File: src/lows_pkg.sv
// lows_pkg: constants, register map and reset values of the wake pin block.
// assumes one 25 MHz system clock and an APB register port.
// Contract
// - while hardware reset is held, the shared pin level becomes the default contender status.
// - after reset ends the shared pin is driven as the wake output to the link layer.
// - while wake is active the pin carries a square wave of eight clock cycles per period.
// - wake inactive drives the pin low, except during reset when the pin is not driven.
// - the link layer is inactive when link power status or the link-active bit is off.
// - a link-on packet addressed to this node starts wake while the link layer is inactive.
// - a set port-event flag starts wake while the link layer is inactive.
// - a set timeout or cable-power flag with the resuming-port enable set starts wake.
// - once started, wake keeps toggling until the link layer is active.
// - a bus reset stops wake unless an enabled interrupt flag still asks for it.
// - link power status counts as inactive only after staying low more than 2.6 us.
// - an interrupt condition pending while the link is active starts wake once it goes inactive.
package lows_pkg;
	// clock and timing
	localparam int CLK_NS          = 40;
	localparam int PWR_LOW_NS      = 2600;  // 2.6 us
	localparam int PWR_LOW_CYC     = (PWR_LOW_NS + CLK_NS - 1) / CLK_NS;
	localparam int WAKE_PERIOD_NS  = 163;   // nominal period at the link clock rate
	localparam int WAKE_PERIOD_CYC = 8;
	localparam int WAKE_HALF_CYC   = WAKE_PERIOD_CYC / 2;

	// register byte offsets
	localparam int          ADDR_W     = 8;
	localparam logic [7:0] OFS_CTRL   = 8'h00;
	localparam logic [7:0] OFS_STATUS = 8'h04;
	localparam logic [7:0] OFS_CLEAR  = 8'h08;
	localparam logic [7:0] OFS_IRQEN  = 8'h0C;
	localparam logic [7:0] OFS_STATE  = 8'h10;

	// control register fields
	localparam int   CTRL_LINK_ACT      = 0;
	localparam int   CTRL_RESUME_EN     = 1;
	localparam int   CTRL_CONT          = 2;
	localparam logic CTRL_LINK_ACT_RST  = 1'b0;
	localparam logic CTRL_RESUME_EN_RST = 1'b0;

	// status, clear and enable share this layout
	localparam int NFLAG    = 6;
	localparam int FLG_PORT = 0;
	localparam int FLG_CFG  = 1;
	localparam int FLG_CPS  = 2;
	localparam int FLG_STO  = 3;
	localparam int FLG_LINK_ON = 4;
	localparam int FLG_WAKE = 5;
	localparam logic [NFLAG-1:0] FLAGS_RST = 6'h00;
	localparam logic [NFLAG-1:0] IRQEN_RST = 6'h00;

	// state register fields
	localparam int ST_WAKE  = 0;
	localparam int ST_LINK  = 1;
	localparam int ST_PWR   = 2;
	localparam int ST_STRAP = 3;
	localparam int ST_BYPKT = 4;
endpackage : lows_pkg

File: src/lows_lps_filter.sv
// lows_pwr_filter: synchronises the link power status pin and judges it idle.
// assumes the pin is asynchronous to clk_sys; reset is synchronous.
`timescale 1ns/1ps
module lows_pwr_filter
	import lows_pkg::*;
#(
	parameter int LOW_CYC = PWR_LOW_CYC
) (
	input  wire logic clk_sys,
	input  wire logic rst,
	input  wire logic pwrRaw,
	output logic      pwrActive
);
	localparam logic [7:0] LOW_LIM = 8'(LOW_CYC);

	typedef struct packed {
		logic       s1;
		logic       s2;
		logic [7:0] cnt;
		logic       act;
	} lows_flt_t;

	lows_flt_t flt_q, flt_d;

	// low time counts up and saturates one past the limit; any high sample restarts it
	always_comb begin
		flt_d     = flt_q;
		flt_d.s1  = pwrRaw;
		flt_d.s2  = flt_q.s1;
		if (flt_q.s2) begin
			flt_d.cnt = 8'h00;
		end else if (flt_q.cnt <= LOW_LIM) begin
			flt_d.cnt = flt_q.cnt + 8'h01;
		end
		flt_d.act = flt_q.s2 | (flt_d.cnt <= LOW_LIM);
		if (rst) begin
			flt_d.cnt = 8'h00;
			flt_d.act = 1'b0;
		end
	end

	always_ff @(posedge clk_sys) begin
		flt_q <= flt_d;
	end

	assign pwrActive = flt_q.act;

	property p_pwr_high;
		@(posedge clk_sys) disable iff (rst)
		flt_q.s2 |=> pwrActive;
	endproperty
	a_pwr_high: assert property (p_pwr_high) else $error("power status high not seen");
endmodule : lows_pwr_filter

File: src/lows_wave_gen.sv
// lows_wave_gen: square wave for the wake pin, half period of WAKE_HALF_CYC clocks.
// assumes en is a registered level on clk_sys; output low from the clock edge after en goes low.
`timescale 1ns/1ps
module lows_wave_gen
	import lows_pkg::*;
(
	input  wire logic clk_sys,
	input  wire logic rst,
	input  wire logic en,
	output logic      wave
);
	typedef struct packed {
		logic [1:0] cnt;
		logic       lvl;
	} lows_wav_t;

	localparam logic [1:0] HALF_LAST = 2'(WAKE_HALF_CYC - 1);

	lows_wav_t wav_q, wav_d;

	// restart from low on every activation so the first half period is whole
	always_comb begin
		wav_d = wav_q;
		if (rst || !en) begin
			wav_d.cnt = 2'h0;
			wav_d.lvl = 1'b0;
		end else begin
			wav_d.cnt = wav_q.cnt + 2'h1;
			if (wav_q.cnt == HALF_LAST) begin
				wav_d.lvl = ~wav_q.lvl;
			end
		end
	end

	always_ff @(posedge clk_sys) begin
		wav_q <= wav_d;
	end

	assign wave = wav_q.lvl;

	property p_wave_low_start;
		@(posedge clk_sys) disable iff (rst)
		$rose(en) |-> (!wave)[*4];
	endproperty
	a_wave_low_start: assert property (p_wave_low_start) else $error("wave not low at start");

	property p_wave_rise;
		@(posedge clk_sys) disable iff (rst)
		$rose(en) ##1 en[*4] |-> wave;
	endproperty
	a_wave_rise: assert property (p_wave_rise) else $error("wave did not rise after 4");
endmodule : lows_wave_gen

File: src/lows_link_on_wake.sv
// lows_link_on_wake: shared contender strap and link-on wake pin with APB registers.
// assumes APB master on clk_sys, pins asynchronous, packet and flag strobes on clk_sys.
`timescale 1ns/1ps
module lows_link_on_wake
	import lows_pkg::*;
(
	input  wire logic              clk_sys,
	input  wire logic              rst,
	// apb slave
	input  wire logic              psel,
	input  wire logic              penable,
	input  wire logic              pwrite,
	input  wire logic [ADDR_W-1:0] paddr,
	input  wire logic [31:0]       pwdata,
	output logic      [31:0]       prdata,
	output logic                   pready,
	output logic                   pslverr,
	// shared contender / wake pin
	input  wire logic              wakePinIn,
	output logic                   wakePinOut,
	output logic                   wakePinOe,
	// link layer power status pin
	input  wire logic              linkPowerStatus,
	// packet decoder and interrupt sources
	input  wire logic              linkOnRx,
	input  wire logic [5:0]        linkOnPhyId,
	input  wire logic [5:0]        nodeId,
	input  wire logic              busReset,
	input  wire logic              portEventSet,
	input  wire logic              configTimeoutSet,
	input  wire logic              cablePowerSet,
	input  wire logic              stateTimeoutSet,
	// to self-identification and interrupt controller
	output logic                   contenderStatus,
	output logic                   irq
);
	typedef struct packed {
		logic             pinS1;
		logic             pinS2;
		logic             strap;
		logic             contender;
		logic             linkCtrl;
		logic             resumeEn;
		logic [NFLAG-1:0] flags;
		logic [NFLAG-1:0] irqEn;
		logic             wake;
		logic             byPkt;
		logic             pinOe;
		logic             pinOut;
		logic             irq;
		logic [31:0]      prdata;
		logic             pready;
		logic             pslverr;
	} lows_state_t;

	lows_state_t      state_q;
	lows_state_t      state_d;
	logic             pwrActive;
	logic             waveBit;
	logic             linkActive;
	logic             irqWake;
	logic             pktMatch;
	logic             wakeNext;
	logic             byPktNext;
	logic             apbAcc;
	logic             apbWr;
	logic             hit;
	logic [31:0]      rdVal;
	logic [NFLAG-1:0] flagSet;
	logic [NFLAG-1:0] flagClr;

	// link power status judged idle after a long low stretch
	lows_pwr_filter #(
		.LOW_CYC (PWR_LOW_CYC)
	) uPwrFilter (
		.clk_sys   (clk_sys),
		.rst       (rst),
		.pwrRaw    (linkPowerStatus),
		.pwrActive (pwrActive)
	);

	// square wave source, enabled by the wake latch
	lows_wave_gen uWaveGen (
		.clk_sys (clk_sys),
		.rst     (rst),
		.en      (state_q.wake),
		.wave    (waveBit)
	);

	// link layer state and wake causes
	assign linkActive = pwrActive & state_q.linkCtrl;
	assign irqWake    = state_q.flags[FLG_PORT]
		| (state_q.resumeEn & (state_q.flags[FLG_CFG]
		| state_q.flags[FLG_CPS] | state_q.flags[FLG_STO]));
	assign pktMatch   = linkOnRx & (linkOnPhyId == nodeId);

	// wake latch: start only while the link is idle, hold until it wakes;
	// a bus reset drops a packet-only wake but the interrupt term re-asserts it,
	// and a condition left pending while active fires once the link goes idle
	assign wakeNext = ~linkActive
		& ((state_q.wake & ~(busReset & ~irqWake))
		| irqWake | pktMatch);
	assign byPktNext = ~linkActive & ~irqWake
		& ((state_q.byPkt & ~busReset) | pktMatch);

	// apb: one wait state, then the access completes
	assign apbAcc = psel & penable;
	assign apbWr  = apbAcc & pwrite & state_q.pready;

	// read decode; unmapped addresses answer with an error and zero data
	always_comb begin
		rdVal = 32'h0000_0000;
		hit   = 1'b1;
		if (paddr == OFS_CTRL) begin
			rdVal[CTRL_LINK_ACT]  = state_q.linkCtrl;
			rdVal[CTRL_RESUME_EN] = state_q.resumeEn;
			rdVal[CTRL_CONT]      = state_q.contender;
		end else if (paddr == OFS_STATUS) begin
			rdVal[NFLAG-1:0] = state_q.flags;
		end else if (paddr == OFS_CLEAR) begin
			rdVal = 32'h0000_0000; // write-only, reads zero
		end else if (paddr == OFS_IRQEN) begin
			rdVal[NFLAG-1:0] = state_q.irqEn;
		end else if (paddr == OFS_STATE) begin
			rdVal[ST_WAKE]  = state_q.wake;
			rdVal[ST_LINK]  = linkActive;
			rdVal[ST_PWR]   = pwrActive;
			rdVal[ST_STRAP] = state_q.strap;
			rdVal[ST_BYPKT] = state_q.byPkt;
		end else begin
			hit = 1'b0;
		end
	end

	// sticky event sources and software clears
	always_comb begin
		flagSet           = '0;
		flagSet[FLG_PORT] = portEventSet;
		flagSet[FLG_CFG]  = configTimeoutSet;
		flagSet[FLG_CPS]  = cablePowerSet;
		flagSet[FLG_STO]  = stateTimeoutSet;
		flagSet[FLG_LINK_ON] = pktMatch;
		flagSet[FLG_WAKE] = wakeNext & ~state_q.wake;
		flagClr           = '0;
		if (apbWr && paddr == OFS_CLEAR) begin
			flagClr = pwdata[NFLAG-1:0];
		end
	end

	// next state of the whole block
	always_comb begin
		state_d       = state_q;
		// pin synchroniser; only the second stage is read below
		state_d.pinS1 = wakePinIn;
		state_d.pinS2 = state_q.pinS1;

		// apb answer registered so every bus output comes from a flop
		state_d.pready  = apbAcc & ~state_q.pready;
		state_d.pslverr = apbAcc & ~state_q.pready & ~hit;
		if (apbAcc && !state_q.pready) begin
			state_d.prdata = rdVal;
		end
		if (apbWr && paddr == OFS_CTRL) begin
			state_d.linkCtrl  = pwdata[CTRL_LINK_ACT];
			state_d.resumeEn  = pwdata[CTRL_RESUME_EN];
			state_d.contender = pwdata[CTRL_CONT];
		end
		if (apbWr && paddr == OFS_IRQEN) begin
			state_d.irqEn = pwdata[NFLAG-1:0];
		end

		// a set in the cycle of its clear is kept
		for (int i = 0; i < NFLAG; i++) begin
			state_d.flags[i] = (state_q.flags[i] & ~flagClr[i]) | flagSet[i];
		end

		state_d.wake   = wakeNext;
		state_d.byPkt  = byPktNext;
		state_d.pinOe  = 1'b1;
		state_d.pinOut = waveBit;
		state_d.irq    = |(state_d.flags & state_d.irqEn);

		// synchronous reset; the strap keeps following the pin while held
		if (rst) begin
			state_d.strap     = state_q.pinS2;
			state_d.contender = state_q.pinS2;
			state_d.linkCtrl  = CTRL_LINK_ACT_RST;
			state_d.resumeEn  = CTRL_RESUME_EN_RST;
			state_d.flags     = FLAGS_RST;
			state_d.irqEn     = IRQEN_RST;
			state_d.wake      = 1'b0;
			state_d.byPkt     = 1'b0;
			state_d.pinOe     = 1'b0;
			state_d.pinOut    = 1'b0;
			state_d.irq       = 1'b0;
			state_d.prdata    = 32'h0000_0000;
			state_d.pready    = 1'b0;
			state_d.pslverr   = 1'b0;
		end
	end

	always_ff @(posedge clk_sys) begin
		state_q <= state_d;
	end

	// outputs straight from the state flops
	assign prdata          = state_q.prdata;
	assign pready          = state_q.pready;
	assign pslverr         = state_q.pslverr;
	assign wakePinOut      = state_q.pinOut;
	assign wakePinOe       = state_q.pinOe;
	assign contenderStatus = state_q.contender;
	assign irq             = state_q.irq;

	// pin released while reset is held
	property p_hiz_reset;
		@(posedge clk_sys)
		rst |=> !wakePinOe;
	endproperty
	a_hiz_reset: assert property (p_hiz_reset) else $error("pin driven during reset");

	// contender taken from the synchronised pin at the last reset cycle
	property p_strap;
		@(posedge clk_sys)
		$fell(rst) |-> (contenderStatus == $past(state_q.pinS2));
	endproperty
	a_strap: assert property (p_strap) else $error("contender not strapped");

	// pin driven from the second cycle after release onward
	property p_drive_after;
		@(posedge clk_sys) disable iff (rst)
		$past(rst) == 1'b0 |-> wakePinOe;
	endproperty
	a_drive_after: assert property (p_drive_after) else $error("pin not driven");

	// idle wake keeps the pin low
	property p_idle_low;
		@(posedge clk_sys) disable iff (rst)
		(!state_q.wake)[*3] |-> !wakePinOut;
	endproperty
	a_idle_low: assert property (p_idle_low) else $error("pin not low while idle");

	// an active link layer stops wake on the next edge
	property p_link_stop;
		@(posedge clk_sys) disable iff (rst)
		pwrActive && state_q.linkCtrl |=> !state_q.wake;
	endproperty
	a_link_stop: assert property (p_link_stop) else $error("wake with link active");

	// matching link-on packet starts wake
	property p_pkt_wake;
		@(posedge clk_sys) disable iff (rst)
		linkOnRx && linkOnPhyId == nodeId && !linkActive |=> state_q.wake;
	endproperty
	a_pkt_wake: assert property (p_pkt_wake) else $error("link-on packet ignored");

	// port-event flag starts wake
	property p_port_wake;
		@(posedge clk_sys) disable iff (rst)
		state_q.flags[FLG_PORT] && !linkActive |=> state_q.wake;
	endproperty
	a_port_wake: assert property (p_port_wake) else $error("port event ignored");

	// gated timeout and power flags start wake
	property p_resume_wake;
		@(posedge clk_sys) disable iff (rst)
		(state_q.flags[FLG_CFG] || state_q.flags[FLG_CPS] || state_q.flags[FLG_STO])
			&& state_q.resumeEn && !linkActive |=> state_q.wake;
	endproperty
	a_resume_wake: assert property (p_resume_wake) else $error("enabled flag ignored");

	// timeout flags alone, without the enable, never start wake
	property p_resume_gate;
		@(posedge clk_sys) disable iff (rst)
		!state_q.wake && !state_q.resumeEn && !state_q.flags[FLG_PORT] && !linkOnRx
			|=> !state_q.wake;
	endproperty
	a_resume_gate: assert property (p_resume_gate) else $error("wake without cause");

	// wake holds while the link stays idle and no bus reset comes
	property p_hold;
		@(posedge clk_sys) disable iff (rst)
		state_q.wake && !linkActive && !busReset |=> state_q.wake;
	endproperty
	a_hold: assert property (p_hold) else $error("wake dropped early");

	// bus reset ends a packet-only wake
	property p_bus_reset;
		@(posedge clk_sys) disable iff (rst)
		busReset && !irqWake && !pktMatch |=> !state_q.wake;
	endproperty
	a_bus_reset: assert property (p_bus_reset) else $error("bus reset kept wake");

	// bus reset keeps wake while an enabled flag asks for it
	property p_bus_keep;
		@(posedge clk_sys) disable iff (rst)
		busReset && irqWake && !linkActive |=> state_q.wake;
	endproperty
	a_bus_keep: assert property (p_bus_keep) else $error("bus reset dropped irq wake");

	// interrupt output follows enabled sticky bits
	property p_irq_level;
		@(posedge clk_sys) disable iff (rst)
		|(state_q.flags & state_q.irqEn) |-> irq;
	endproperty
	a_irq_level: assert property (p_irq_level) else $error("irq low with enabled flag");

	// interrupt output drops once no enabled sticky bit is left
	property p_irq_clear;
		@(posedge clk_sys) disable iff (rst)
		!(|(state_q.flags & state_q.irqEn)) |-> !irq;
	endproperty
	a_irq_clear: assert property (p_irq_clear) else $error("irq high with no enabled flag");

	// pin carries the wave one register stage later, never a raw level
	property p_pin_wave;
		@(posedge clk_sys) disable iff (rst)
		wakePinOe |=> wakePinOut == $past(waveBit);
	endproperty
	a_pin_wave: assert property (p_pin_wave) else $error("pin does not follow wave");

	// a matching link-on packet is recorded in its sticky bit
	property p_pkt_flag;
		@(posedge clk_sys) disable iff (rst)
		pktMatch |=> state_q.flags[FLG_LINK_ON];
	endproperty
	a_pkt_flag: assert property (p_pkt_flag) else $error("link-on packet not recorded");

	// after reset only a software write may change the contender bit
	property p_cont_hold;
		@(posedge clk_sys) disable iff (rst)
		!(apbWr && paddr == OFS_CTRL) |=> $stable(contenderStatus);
	endproperty
	a_cont_hold: assert property (p_cont_hold) else $error("contender changed unasked");

	// one wait state: never ready in the first access cycle after setup
	property p_apb_setup;
		@(posedge clk_sys) disable iff (rst)
		psel && !penable |=> !pready;
	endproperty
	a_apb_setup: assert property (p_apb_setup) else $error("ready in setup cycle");

	// ready is a single-cycle pulse per access
	property p_apb_pulse;
		@(posedge clk_sys) disable iff (rst)
		pready |=> !pready;
	endproperty
	a_apb_pulse: assert property (p_apb_pulse) else $error("ready held too long");
endmodule : lows_link_on_wake

File: config.mk
export PLATFORM = sky130hd
export DESIGN_NAME = lows_link_on_wake
export DESIGN_NICKNAME = d
export VERILOG_FILES = /design/src/lows_pkg.sv /design/src/lows_lps_filter.sv /design/src/lows_wave_gen.sv /design/src/lows_link_on_wake.sv
export SDC_FILE = /design/constraint.sdc
export NUM_CORES = 1
export LEC_CHECK = 0
export ABC_AREA = 1
export BUFFER_PORTS_ARGS = -buffer_cell sky130_fd_sc_hd__buf_2
export CAP_MARGIN = 10
export CELL_PAD_IN_SITES_DETAIL_PLACEMENT = 1
export CELL_PAD_IN_SITES_GLOBAL_PLACEMENT = 2
export CORE_ASPECT_RATIO = 0.9
export CORE_MARGIN = 1.5
export CORE_UTILIZATION = 23
export DETAILED_ROUTE_END_ITERATION = 7
export MAX_ROUTING_LAYER = met4
export PLACE_DENSITY_LB_ADDON = 0.08
export SLEW_MARGIN = 20
export SYNTH_ARGS = -nofsm -noshare
export SYNTH_HDL_FRONTEND = slang
export SYNTH_SLANG_ARGS = --single-unit
File: constraint.sdc
create_clock -name clk_sys -period 1.5 [get_ports clk_sys]
set_input_delay 0.15 -clock clk_sys [delete_from_list [all_inputs] [get_ports clk_sys]]
set_output_delay 0.15 -clock clk_sys [all_outputs]
set_load 0.01 [all_outputs]
==> flow_summary_export.csv, run 1 <==
group,metric,value,unit
power,ir_drop,0.419,mV
timing,fin_skew,7.53,ps
synth,ys_async_sr_fraction,0,
finish,drive_above_1_share,0.355,
timing,fmax,0.612,GHz
floorplanning,start_util,0.236,
global_routing,globalRouteOverflowTotal,0,
critical_path,worstPathArrival,1800,ps
synth,synth_top_area_share,0.336,
placement,dp_hpwl,5.82,mm
clock_tree,cts_buffer_depth,2,
drt,detail_route.wl_per_cell,12.3,microns
finish,final_util,0.334,
clock_tree,cts.htree.levels,2,
critical_path,path_max_fanout,5,
synth,yosysUniqueCellTypes,34,
drt,remaining_drc_errors,0,
timing,postLayoutSetupSlackWorst,-133,ps
synth,synth_top_cell_by_area,"dfxtp_1",
synth,ys_top_cells_by_count,"nand2_1 (98), dfxtp_1 (43), inv_1 (41)",
floorplanning,core_area,0.0109,sq mm
synth,yosysSeqAreaShare,0.359,
floorplanning,die_area,0.0118,sq mm
critical_path,cp-start-kind,"register",
timing,hold_viol,0,
drt,final_antenna_net_count,0,
finish,insertedDiodeCount,0,
finish,fin_nets,533,
synth,yosys_warnings,0,
clock_tree,cts.sinks,45,
global_routing,antenna_found_initial,0,
worst_hold_path,hold_path_class,"in -> reg",
placement,gp_congestion,0.726,
outcome,violations,"setup timing",
power,power_density,780,mW/mm^2
synth,yosys-top-cells-area,"dfxtp_1 (34%), nand2_1 (14%), buf_4 (9.4%)",
run,maxCapViolations,0,
synth,synth_flop_cell,"dfxtp_1",
drt,drtIter0Drc,77,
timing,setup_viol,6,
placement,port_buffers,50,
synth,yosys_register_bits,45,
timing,rsz0062_at_grt,"true",
clock_tree,clock_latency,290,ps
timing,drv_slew,0,
synth,mappedNetlistArea,0.00256,sq mm
synth,avgSynthCellArea,6.99,sq um
drt,routed_wl,7.59,mm
floorplanning,die_w,114,microns
global_routing,grt_pass1_vias,2454,
drt,dr.pass1.iters,4,
clock_tree,cts_made_buffers,5,
timing,fin_crit,1630,ps
drt,avgViaCountPerCell,4.08,
floorplanning,pin_count,103,
critical_path,crit_required,1670,ps
timing,fin_crit_sh,1.09,
synth,yosys.cell_count.top_type,"nand2_1",
critical_path,endpoint_kind,"register",
power,total_leakage_power,0.00175,uW
critical_path,path_class,"reg -> reg",
clock_tree,ctsRootBufferMaster,"clkbuf_16",
global_routing,grt_max_degree,25,
outcome,status,"finished with violations",
floorplanning,die_height,103,microns
clock_tree,path_clk_slew,70,ps
synth,synth_edf_count,2,
clock_tree,cts_tree,"yes",
finish,area_growth,41.4,%
drt,num_vias,2519,
global_routing,grt_pass1_wl,12.1,mm
placement,post-place-ws,-202,ps
synth,synthCells,367,
global_routing,grt_util_all_layers,0.136,
floorplanning,rows,36,
==> where the power goes <==
part	switching [uW]	internal, uW	leakage, uW	total (uW)
Sequential	21.3	1230	0.000372	1260
Clock	469	784	0.0000808	1250
Combinational	189	131	0.00129	320
Total	679	2150	0.00175	2830
==> timing repair <==
action / 4_1_cts / 5_1_grt
setup endpoints to repair: 1 / 8
buffers inserted: 6 / 5
gates cloned: 0 / 1
hold buffers: 2 / 0
resized for setup: 23 / 31
hold endpoints to repair: 2 / 0
pin swaps: 13 / 13
==> flip-flops by register name, indices dropped and copies added (netlist names) <==
register / flops
state_q: 18
pslverr: 1
pready: 1
prdata: 6
irq: 1
uPwrFilter.flt_q: 9
wakePinOut: 1
uPwrFilter.flt_d: 1
state_d: 1
uPwrFilter.pwrActive: 1
uWaveGen.wave: 1
wakePinOe: 1
uWaveGen.wav_q: 2
contenderStatus: 1
==> cells by family after synthesis <==
group                    after synthesis  synth area share
XOR/XNOR                               4            0.0137
buffers and inverters                 85             0.177
flip-flops                            45             0.359
other                                  1           0.00146
adder cells (fa/ha/maj)                4            0.0195
AND/OR/NAND/NOR                      184             0.335
AO/OA/AOI/OAI                         44            0.0951
==> path summary, 6_finish.rpt <==
| kind | from | end | slack [ps] | cells past startpoint |
|---|---|---|---|---|
| worst min register to register | uPwrFilter.flt_d[9] | uPwrFilter.flt_q[9] | 330 | 0 |
| worst max register to register | uPwrFilter.flt_q[1] | uPwrFilter.pwrActive | -130 | 15 |
| worst min-delay path | cablePowerSet | state_q[47] | 120 | 3 |
| worst max-delay path | uPwrFilter.flt_q[1] | uPwrFilter.pwrActive | -130 | 15 |
==> routing by layer <==
metal	share of wire	GRT usage	up-vias
li1	-	-	1300
met1	0.51	0.184	1160
met2	0.44	0.210	53
met3	0.033	0.0251	6
met4	0.013	0.0375	0
met5	0	-	-
==> stage by stage <==
step	setup TNS (ps)	total power, uW	hold WS, ps	cells	area [sq um]
floorplan	0	1470	178	392	2660
global placement	-209	1570	255	595	3140
detailed placement	-395	1570	257	595	3140
CTS	-267	2860	111	611	3440
global route	-1090	2960	131	617	3630
finish	-386	2830	117	617	3630
==> worst max-delay path: stages, from the launching register on <==
cell     delay [ps]
dfxtp_4         390
inv_4            50
ha_4            140
inv_2            40
nand2_2          60
nand3_4          90
nand2_8          80
buf_6           130
nand3_2          60
nand2_2          60
nand2_2          90
nand2_4          70
nor2_4           80
nand2_1          60
nand2_1          70
a21oi_2          50
==> cells in the final DEF (no fill, tap or decap), types with 3 or more instances in the layout <==
| cell | Yosys | final |
|---|---|---|
| nand2_8 | 0 | 3 |
| nand3_2 | 2 | 8 |
| nand2_2 | 4 | 18 |
| a21oi_1 | 25 | 22 |
| buf_4 | 32 | 41 |
| conb_1 | 1 | 26 |
| nand4_1 | 5 | 5 |
| o211ai_1 | 6 | 6 |
| xor2_1 | 3 | 3 |
| nor2_4 | 3 | 4 |
| a21oi_2 | 0 | 3 |
| o21ai_0 | 10 | 10 |
| clkinv_1 | 3 | 3 |
| inv_1 | 41 | 37 |
| nand2_1 | 98 | 83 |
| inv_2 | 2 | 4 |
| clkbuf_16 | 0 | 6 |
| nand3_1 | 27 | 20 |
| nor2_1 | 32 | 30 |
| buf_6 | 1 | 8 |
| dfxtp_1 | 43 | 40 |
| buf_2 | 1 | 50 |
==> final cells by class <==
cell class,instances,area [sq um]
Tap cell,152,190
Clock buffer,6,129
Sequential cell,45,927
Timing Repair Buffer,103,713
Multi-Input combinational cell,262,1450
Fill cell,1351,7230
Inverter,47,186
Clock inverter,2,35.0
Note: power is estimated with default switching activity, not from simulation.
==> inputs of run 2 (changes only) <==
Settings changed: MAX_ROUTING_LAYER met4 to not set.
==> run 2 against run 1 <==
The flow still finishes with violations (setup timing). Highest routed layer unchanged. Clock skew barely moved. Critical endpoint unchanged. Critical path depth is the same. Largest power group unchanged. Sequential share of layout area unchanged.
==> flow_summary_export.csv, run 2 (synthesis gave the netlist of run 1 again) <==
group,metric,value,unit
outcome,status,"finished with violations",
outcome,violations,"setup timing",
floorplanning,core_area,0.0109,sq mm
floorplanning,die_w,114,microns
worst_hold_path,hold_path_class,"in -> reg",
critical_path,r2r_start,"uPwrFilter.flt_q[1]",
critical_path,r2r-end,"uPwrFilter.pwrActive",
timing,fin_crit,1630,ps
timing,fin_crit_sh,1.09,
drt,num_vias,2530,
clock_tree,cts.htree.levels,2,
placement,dp_hpwl,5.82,mm
floorplanning,start_util,0.236,
placement,gp_congestion,0.718,
clock_tree,cts_made_buffers,5,
finish,fill_cells,1351,
critical_path,path_max_fanout,5,
critical_path,slowest_stage,"dfxtp_4",
finish,final_cell_mix,"nand2_1 (83), buf_2 (50), buf_4 (41)",
finish,insertedDiodeCount,0,
drt,detail_route.wl_per_cell,12.3,microns
critical_path,cp-start-kind,"register",
clock_tree,ctsRootBufferMaster,"clkbuf_16",
global_routing,grt_pass1_vias,2458,
timing,setup_tns,-385,ps
critical_path,path_buf_inv,3,
floorplanning,rows,36,
critical_path,slowest_delay,390,ps
clock_tree,cts_tree,"yes",
floorplanning,die_height,103,microns
global_routing,grt_max_degree,25,
global_routing,grt_util_all_layers,0.132,
floorplanning,pin_count,103,
timing,rsz0062_at_grt,"true",
drt,avgViaCountPerCell,4.10,
critical_path,crit_required,1670,ps
timing,fmax,0.613,GHz
timing,fin_skew,7.44,ps
timing,drv_slew,0,
drt,final_antenna_net_count,0,
placement,post-place-ws,-202,ps
global_routing,antenna_found_initial,0,
drt,drtIter0Drc,85,
drt,remaining_drc_errors,0,
critical_path,crit_chain,"inv_4, ha_4, inv_2, nand2_2, nand3_4, nand2_8, buf_6, nand3_2, nand2_2, nand2_2, nand2_4, nor2_4, nand2_1, nand2_1, a21oi_2",
power,power,2830,uW
critical_path,worstSetupEndpoint,"uPwrFilter.pwrActive",
finish,area_growth,41.4,%
run,maxCapViolations,0,
drt,dr.pass1.iters,4,
timing,setup_viol,6,
drt,routed_wl,7.59,mm
placement,port_buffers,50,
finish,fin_cells,617,
timing,holdWs,117,ps
worst_hold_path,whs_path_depth,3,
finish,drive_above_1_share,0.355,
placement,dp_cells,595,
global_routing,globalRouteOverflowTotal,0,
critical_path,worst-path-stages,15,
critical_path,rr_worst_depth,15,
clock_tree,clock_latency,290,ps
critical_path,timing.reg2reg.setup_slack,-130,ps
critical_path,worstPathArrival,1800,ps
floorplanning,die_area,0.0118,sq mm
finish,regMostFlops,"state_q",
power,ir_drop,0.419,mV
critical_path,endpoint_kind,"register",
clock_tree,cts_buffer_depth,2,
finish,largest_reg_flops,18,
global_routing,grt_pass1_wl,12.1,mm
timing,postLayoutSetupSlackWorst,-132,ps
timing,hold_viol,0,
critical_path,critPathTopFamily,"simple AND/OR/NAND/NOR gates",
clock_tree,path_clk_slew,70,ps
critical_path,path_class,"reg -> reg",
finish,fin_nets,533,
power,total_leakage_power,0.00175,uW
power,power_density,780,mW/mm^2
critical_path,crit_start,"uPwrFilter.flt_q[1]",
clock_tree,cts.sinks,45,
finish,final_common_cell,"nand2_1",
critical_path,cpMostUsedCell,"nand2_2",
[run 2: cell counts in the layout (fill, tap and decap cells not counted)]
Identical to the previous run, type by type.
[run 2: final cells by class]
type / count / area (sq um) / share of cell area
Clock buffer: 6 / 129 / 0.0355
Clock inverter: 2 / 35.0 / 0.00966
Inverter: 47 / 186 / 0.0514
Multi-Input combinational cell: 262 / 1450 / 0.399
Sequential cell: 45 / 927 / 0.256
Tap cell: 152 / 190 / 0.0524
Timing Repair Buffer: 103 / 713 / 0.197
[run 2: power by group]
group | internal [uW] | switching (uW)
combinational | 131 | 189
sequential | 1230 | 21.2
clock | 784 | 469
[run 2: metrics by stage]
step / util / area [sq um]
after floorplan: - / 2660
after detailed placement: 0.289 / 3140
after global routing: 0.334 / 3630
after CTS: 0.317 / 3440
after global placement: 0.289 / 3140
final: 0.334 / 3630
[run 2: metal layers]
layer / up-vias / GRT usage / wire length (microns)
met5: - / 0 / 0
met4: 0 / 0.0375 / 95
met1: 1167 / 0.184 / 3840
li1: 1300 / - / -
met2: 57 / 0.210 / 3380
met3: 6 / 0.0256 / 269
[run 2: worst min path at each step]
stage | endpoint | startpoint | slack [ps]
finish | state_q[48] | stateTimeoutSet | 120
global placement | state_d[55] | wakePinIn | 250
floorplan | state_d[55] | wakePinIn | 180
detailed placement | state_d[55] | wakePinIn | 260
global route | state_q[48] | stateTimeoutSet | 130
CTS | state_q[47] | cablePowerSet | 110
[run 2: worst min-delay path, delay by kind of cell]
family                 cells  cell delay [ps]
buffers and inverters      2              150
AOI/OAI and AO/OA          1               60
[run 2: timing repair]
action / CTS / global route
pin swaps: 13 / 13
gates cloned: 0 / 1
setup buffers: 6 / 5
hold buffers: 2 / 0
endpoints found under the hold margin: 2 / 0
gates resized for setup: 23 / 31
endpoints found under the setup margin: 1 / 8
==> inputs of run 3 (changes only) <==
Settings changed: CORE_UTILIZATION 23 to 25, HOLD_SLACK_MARGIN set to 0.03.
Clock period 1.5 ns to 1.6 ns, I/O delays scaled along.
==> run 3 against run 2 <==
The flow still finishes with violations (setup timing). Count of clock-buffer cells in the layout decreased by 1. Die area fell by 7.8%. Maximum frequency grew 1.8%. Critical path depth shrank 1. Sequential share of layout area increased by 2.5 points. Design area fell by 8.9%. Worst hold slack improved by 16 ps. Critical endpoint unchanged.
==> flow_summary_export.csv, run 3 (synthesis gave the netlist of run 1 again) <==
group,metric,value,unit
drt,final_antenna_net_count,0,
timing,holdWs,134,ps
timing,hold_viol,0,
finish,final_util,0.336,
critical_path,slowest_delay,370,ps
critical_path,cp-start-kind,"register",
critical_path,worstPathArrival,1820,ps
power,total_leakage_power,0.00163,uW
drt,drtIter0Drc,38,
clock_tree,cts.htree.levels,2,
finish,area_growth,28.8,%
critical_path,r2r_start,"uPwrFilter.flt_q[1]",
critical_path,crit_required,1820,ps
drt,remaining_drc_errors,0,
timing,postLayoutSetupSlackWorst,-3.08,ps
drt,num_vias,2420,
critical_path,endpoint_kind,"register",
finish,insertedDiodeCount,0,
floorplanning,die_area,0.0109,sq mm
finish,fin_nets,509,
floorplanning,core_area,0.00983,sq mm
placement,dp_hpwl,5.57,mm
floorplanning,die_w,110,microns
finish,drive_above_1_share,0.299,
drt,avgViaCountPerCell,4.27,
critical_path,r2r-end,"uPwrFilter.pwrActive",
critical_path,rr_worst_depth,14,
clock_tree,cts.sinks,45,
critical_path,timing.reg2reg.setup_slack,-3,ps
critical_path,worstSetupEndpoint,"uPwrFilter.pwrActive",
timing,fin_crit_sh,1.00,
global_routing,grt_util_all_layers,0.136,
timing,fin_skew,3.11,ps
run,maxCapViolations,0,
critical_path,slowest_stage,"dfxtp_4",
floorplanning,die_height,99.1,microns
clock_tree,cts_tree,"yes",
floorplanning,start_util,0.261,
timing,setup_viol,1,
critical_path,crit_start,"uPwrFilter.flt_q[1]",
clock_tree,cts_made_buffers,5,
global_routing,grt_max_degree,21,
outcome,violations,"setup timing",
floorplanning,pin_count,103,
finish,largest_reg_flops,18,
global_routing,grt_pass1_vias,2398,
finish,fill_cells,1247,
worst_hold_path,hold_path_class,"in -> reg",
finish,multi_input_area,0.00141,sq mm
global_routing,grt_pass1_wl,11.4,mm
critical_path,crit_chain,"inv_4, ha_4, inv_2, nand2_2, nand3_4, nand2_8, nand2_8, nand2_4, nand2_2, nand2_2, nand2_4, a21oi_2, nand2_1, a21oi_1",
drt,detail_route.wl_per_cell,12.4,microns
finish,final_common_cell,"nand2_1",
timing,drv_slew,0,
critical_path,cpMostUsedCell,"nand2_2",
placement,gp_congestion,0.732,
finish,regMostFlops,"state_q",
timing,fmax,0.624,GHz
clock_tree,cts_buffer_depth,2,
clock_tree,clock_latency,280,ps
drt,dr.pass1.iters,4,
clock_tree,path_clk_slew,60,ps
timing,rsz0062_at_grt,"true",
timing,fin_crit,1600,ps
drt,routed_wl,7.05,mm
global_routing,antenna_found_initial,0,
placement,port_buffers,50,
critical_path,path_class,"reg -> reg",
power,power_density,741,mW/mm^2
clock_tree,ctsRootBufferMaster,"clkbuf_16",
floorplanning,rows,34,
critical_path,path_max_fanout,7,
global_routing,globalRouteOverflowTotal,0,
power,ir_drop,0.357,mV
outcome,status,"finished with violations",
finish,seq_area,926,sq um
finish,final_cell_mix,"nand2_1 (85), buf_2 (50), dfxtp_1 (41)",
==> run 3: cell count changes in the layout (fill, tap and decap cells not counted), sizes merged <==
| cell | before | now |
|---|---|---|
| clkinv | 5 | 7 |
| clkbuf | 7 | 5 |
| buf | 100 | 77 |
| bufinv | 1 | 0 |
==> run 3: per-stage QoR <==
stage,setup slack (ps),instance area [sq um],power (uW),setup TNS (ps),std cells
2_1_floorplan,21.0,2660,1380,0,392
5_1_grt,-132,3300,2570,-194,567
4_1_cts,-38.3,3230,2490,-38.3,567
3_3_place_gp,-74.2,3000,1460,-74.2,555
3_5_place_dp,-154,3000,1460,-155,555
6_report,-3.08,3300,2450,-3.08,567
==> run 3: where the power goes <==
part | total (uW) | switching, uW | internal, uW | leakage [uW]
Sequential | 1180 | 20.4 | 1160 | 0.000372
Combinational | 278 | 169 | 109 | 0.00119
Clock | 993 | 428 | 565 | 0.0000687
==> run 3: worst max-delay path, delay by kind of cell, from the launching register on <==
family / cells / cell delay, ps
AOI/OAI and AO/OA: 2 / 250
adders and majority gates: 1 / 110
buffers and inverters: 2 / 90
DFF: 1 / 370
and+or+nand+nor: 9 / 710
==> run 3: what timing repair did <==
item,4_1_cts,5_1_grt
setup buffers,2,0
hold buffers,2,0
pin swaps,8,13
endpoints found under the setup margin,1,3
hold endpoints to repair,2,0
resized for setup,21,20
==> run 3: layout make-up <==
class                           instances  share of cell area
Tap cell                              126              0.0477
Sequential cell                        45               0.280
Inverter                               47              0.0564
Multi-Input combinational cell        262               0.427
Clock buffer                            5              0.0379
Timing Repair Buffer                   79               0.147
Clock inverter                          3             0.00379
==> run 3: worst min-delay path by stage <==
| stage | start | slack, ps | cells after the start | end |
|---|---|---|---|---|
| 3_5_place_dp | linkPowerStatus | 260 | 1 | uPwrFilter.flt_d[9] |
| 2_1_floorplan | wakePinIn | 190 | 0 | state_d[55] |
| 5_1_grt | configTimeoutSet | 140 | 3 | state_q[46] |
| 3_3_place_gp | wakePinIn | 260 | 1 | state_d[55] |
| 4_1_cts | configTimeoutSet | 130 | 3 | state_q[46] |
| 6_report | configTimeoutSet | 130 | 3 | state_q[46] |
==> run 3: layer usage <==
layer  wire length [microns]  GRT usage  vias to the layer above
met3                     260     0.0262                        8
met4                      90     0.0390                        0
met5                       0          0                        -
li1                        -          -                     1245
met2                    3060      0.204                       52
met1                    3640      0.198                     1115
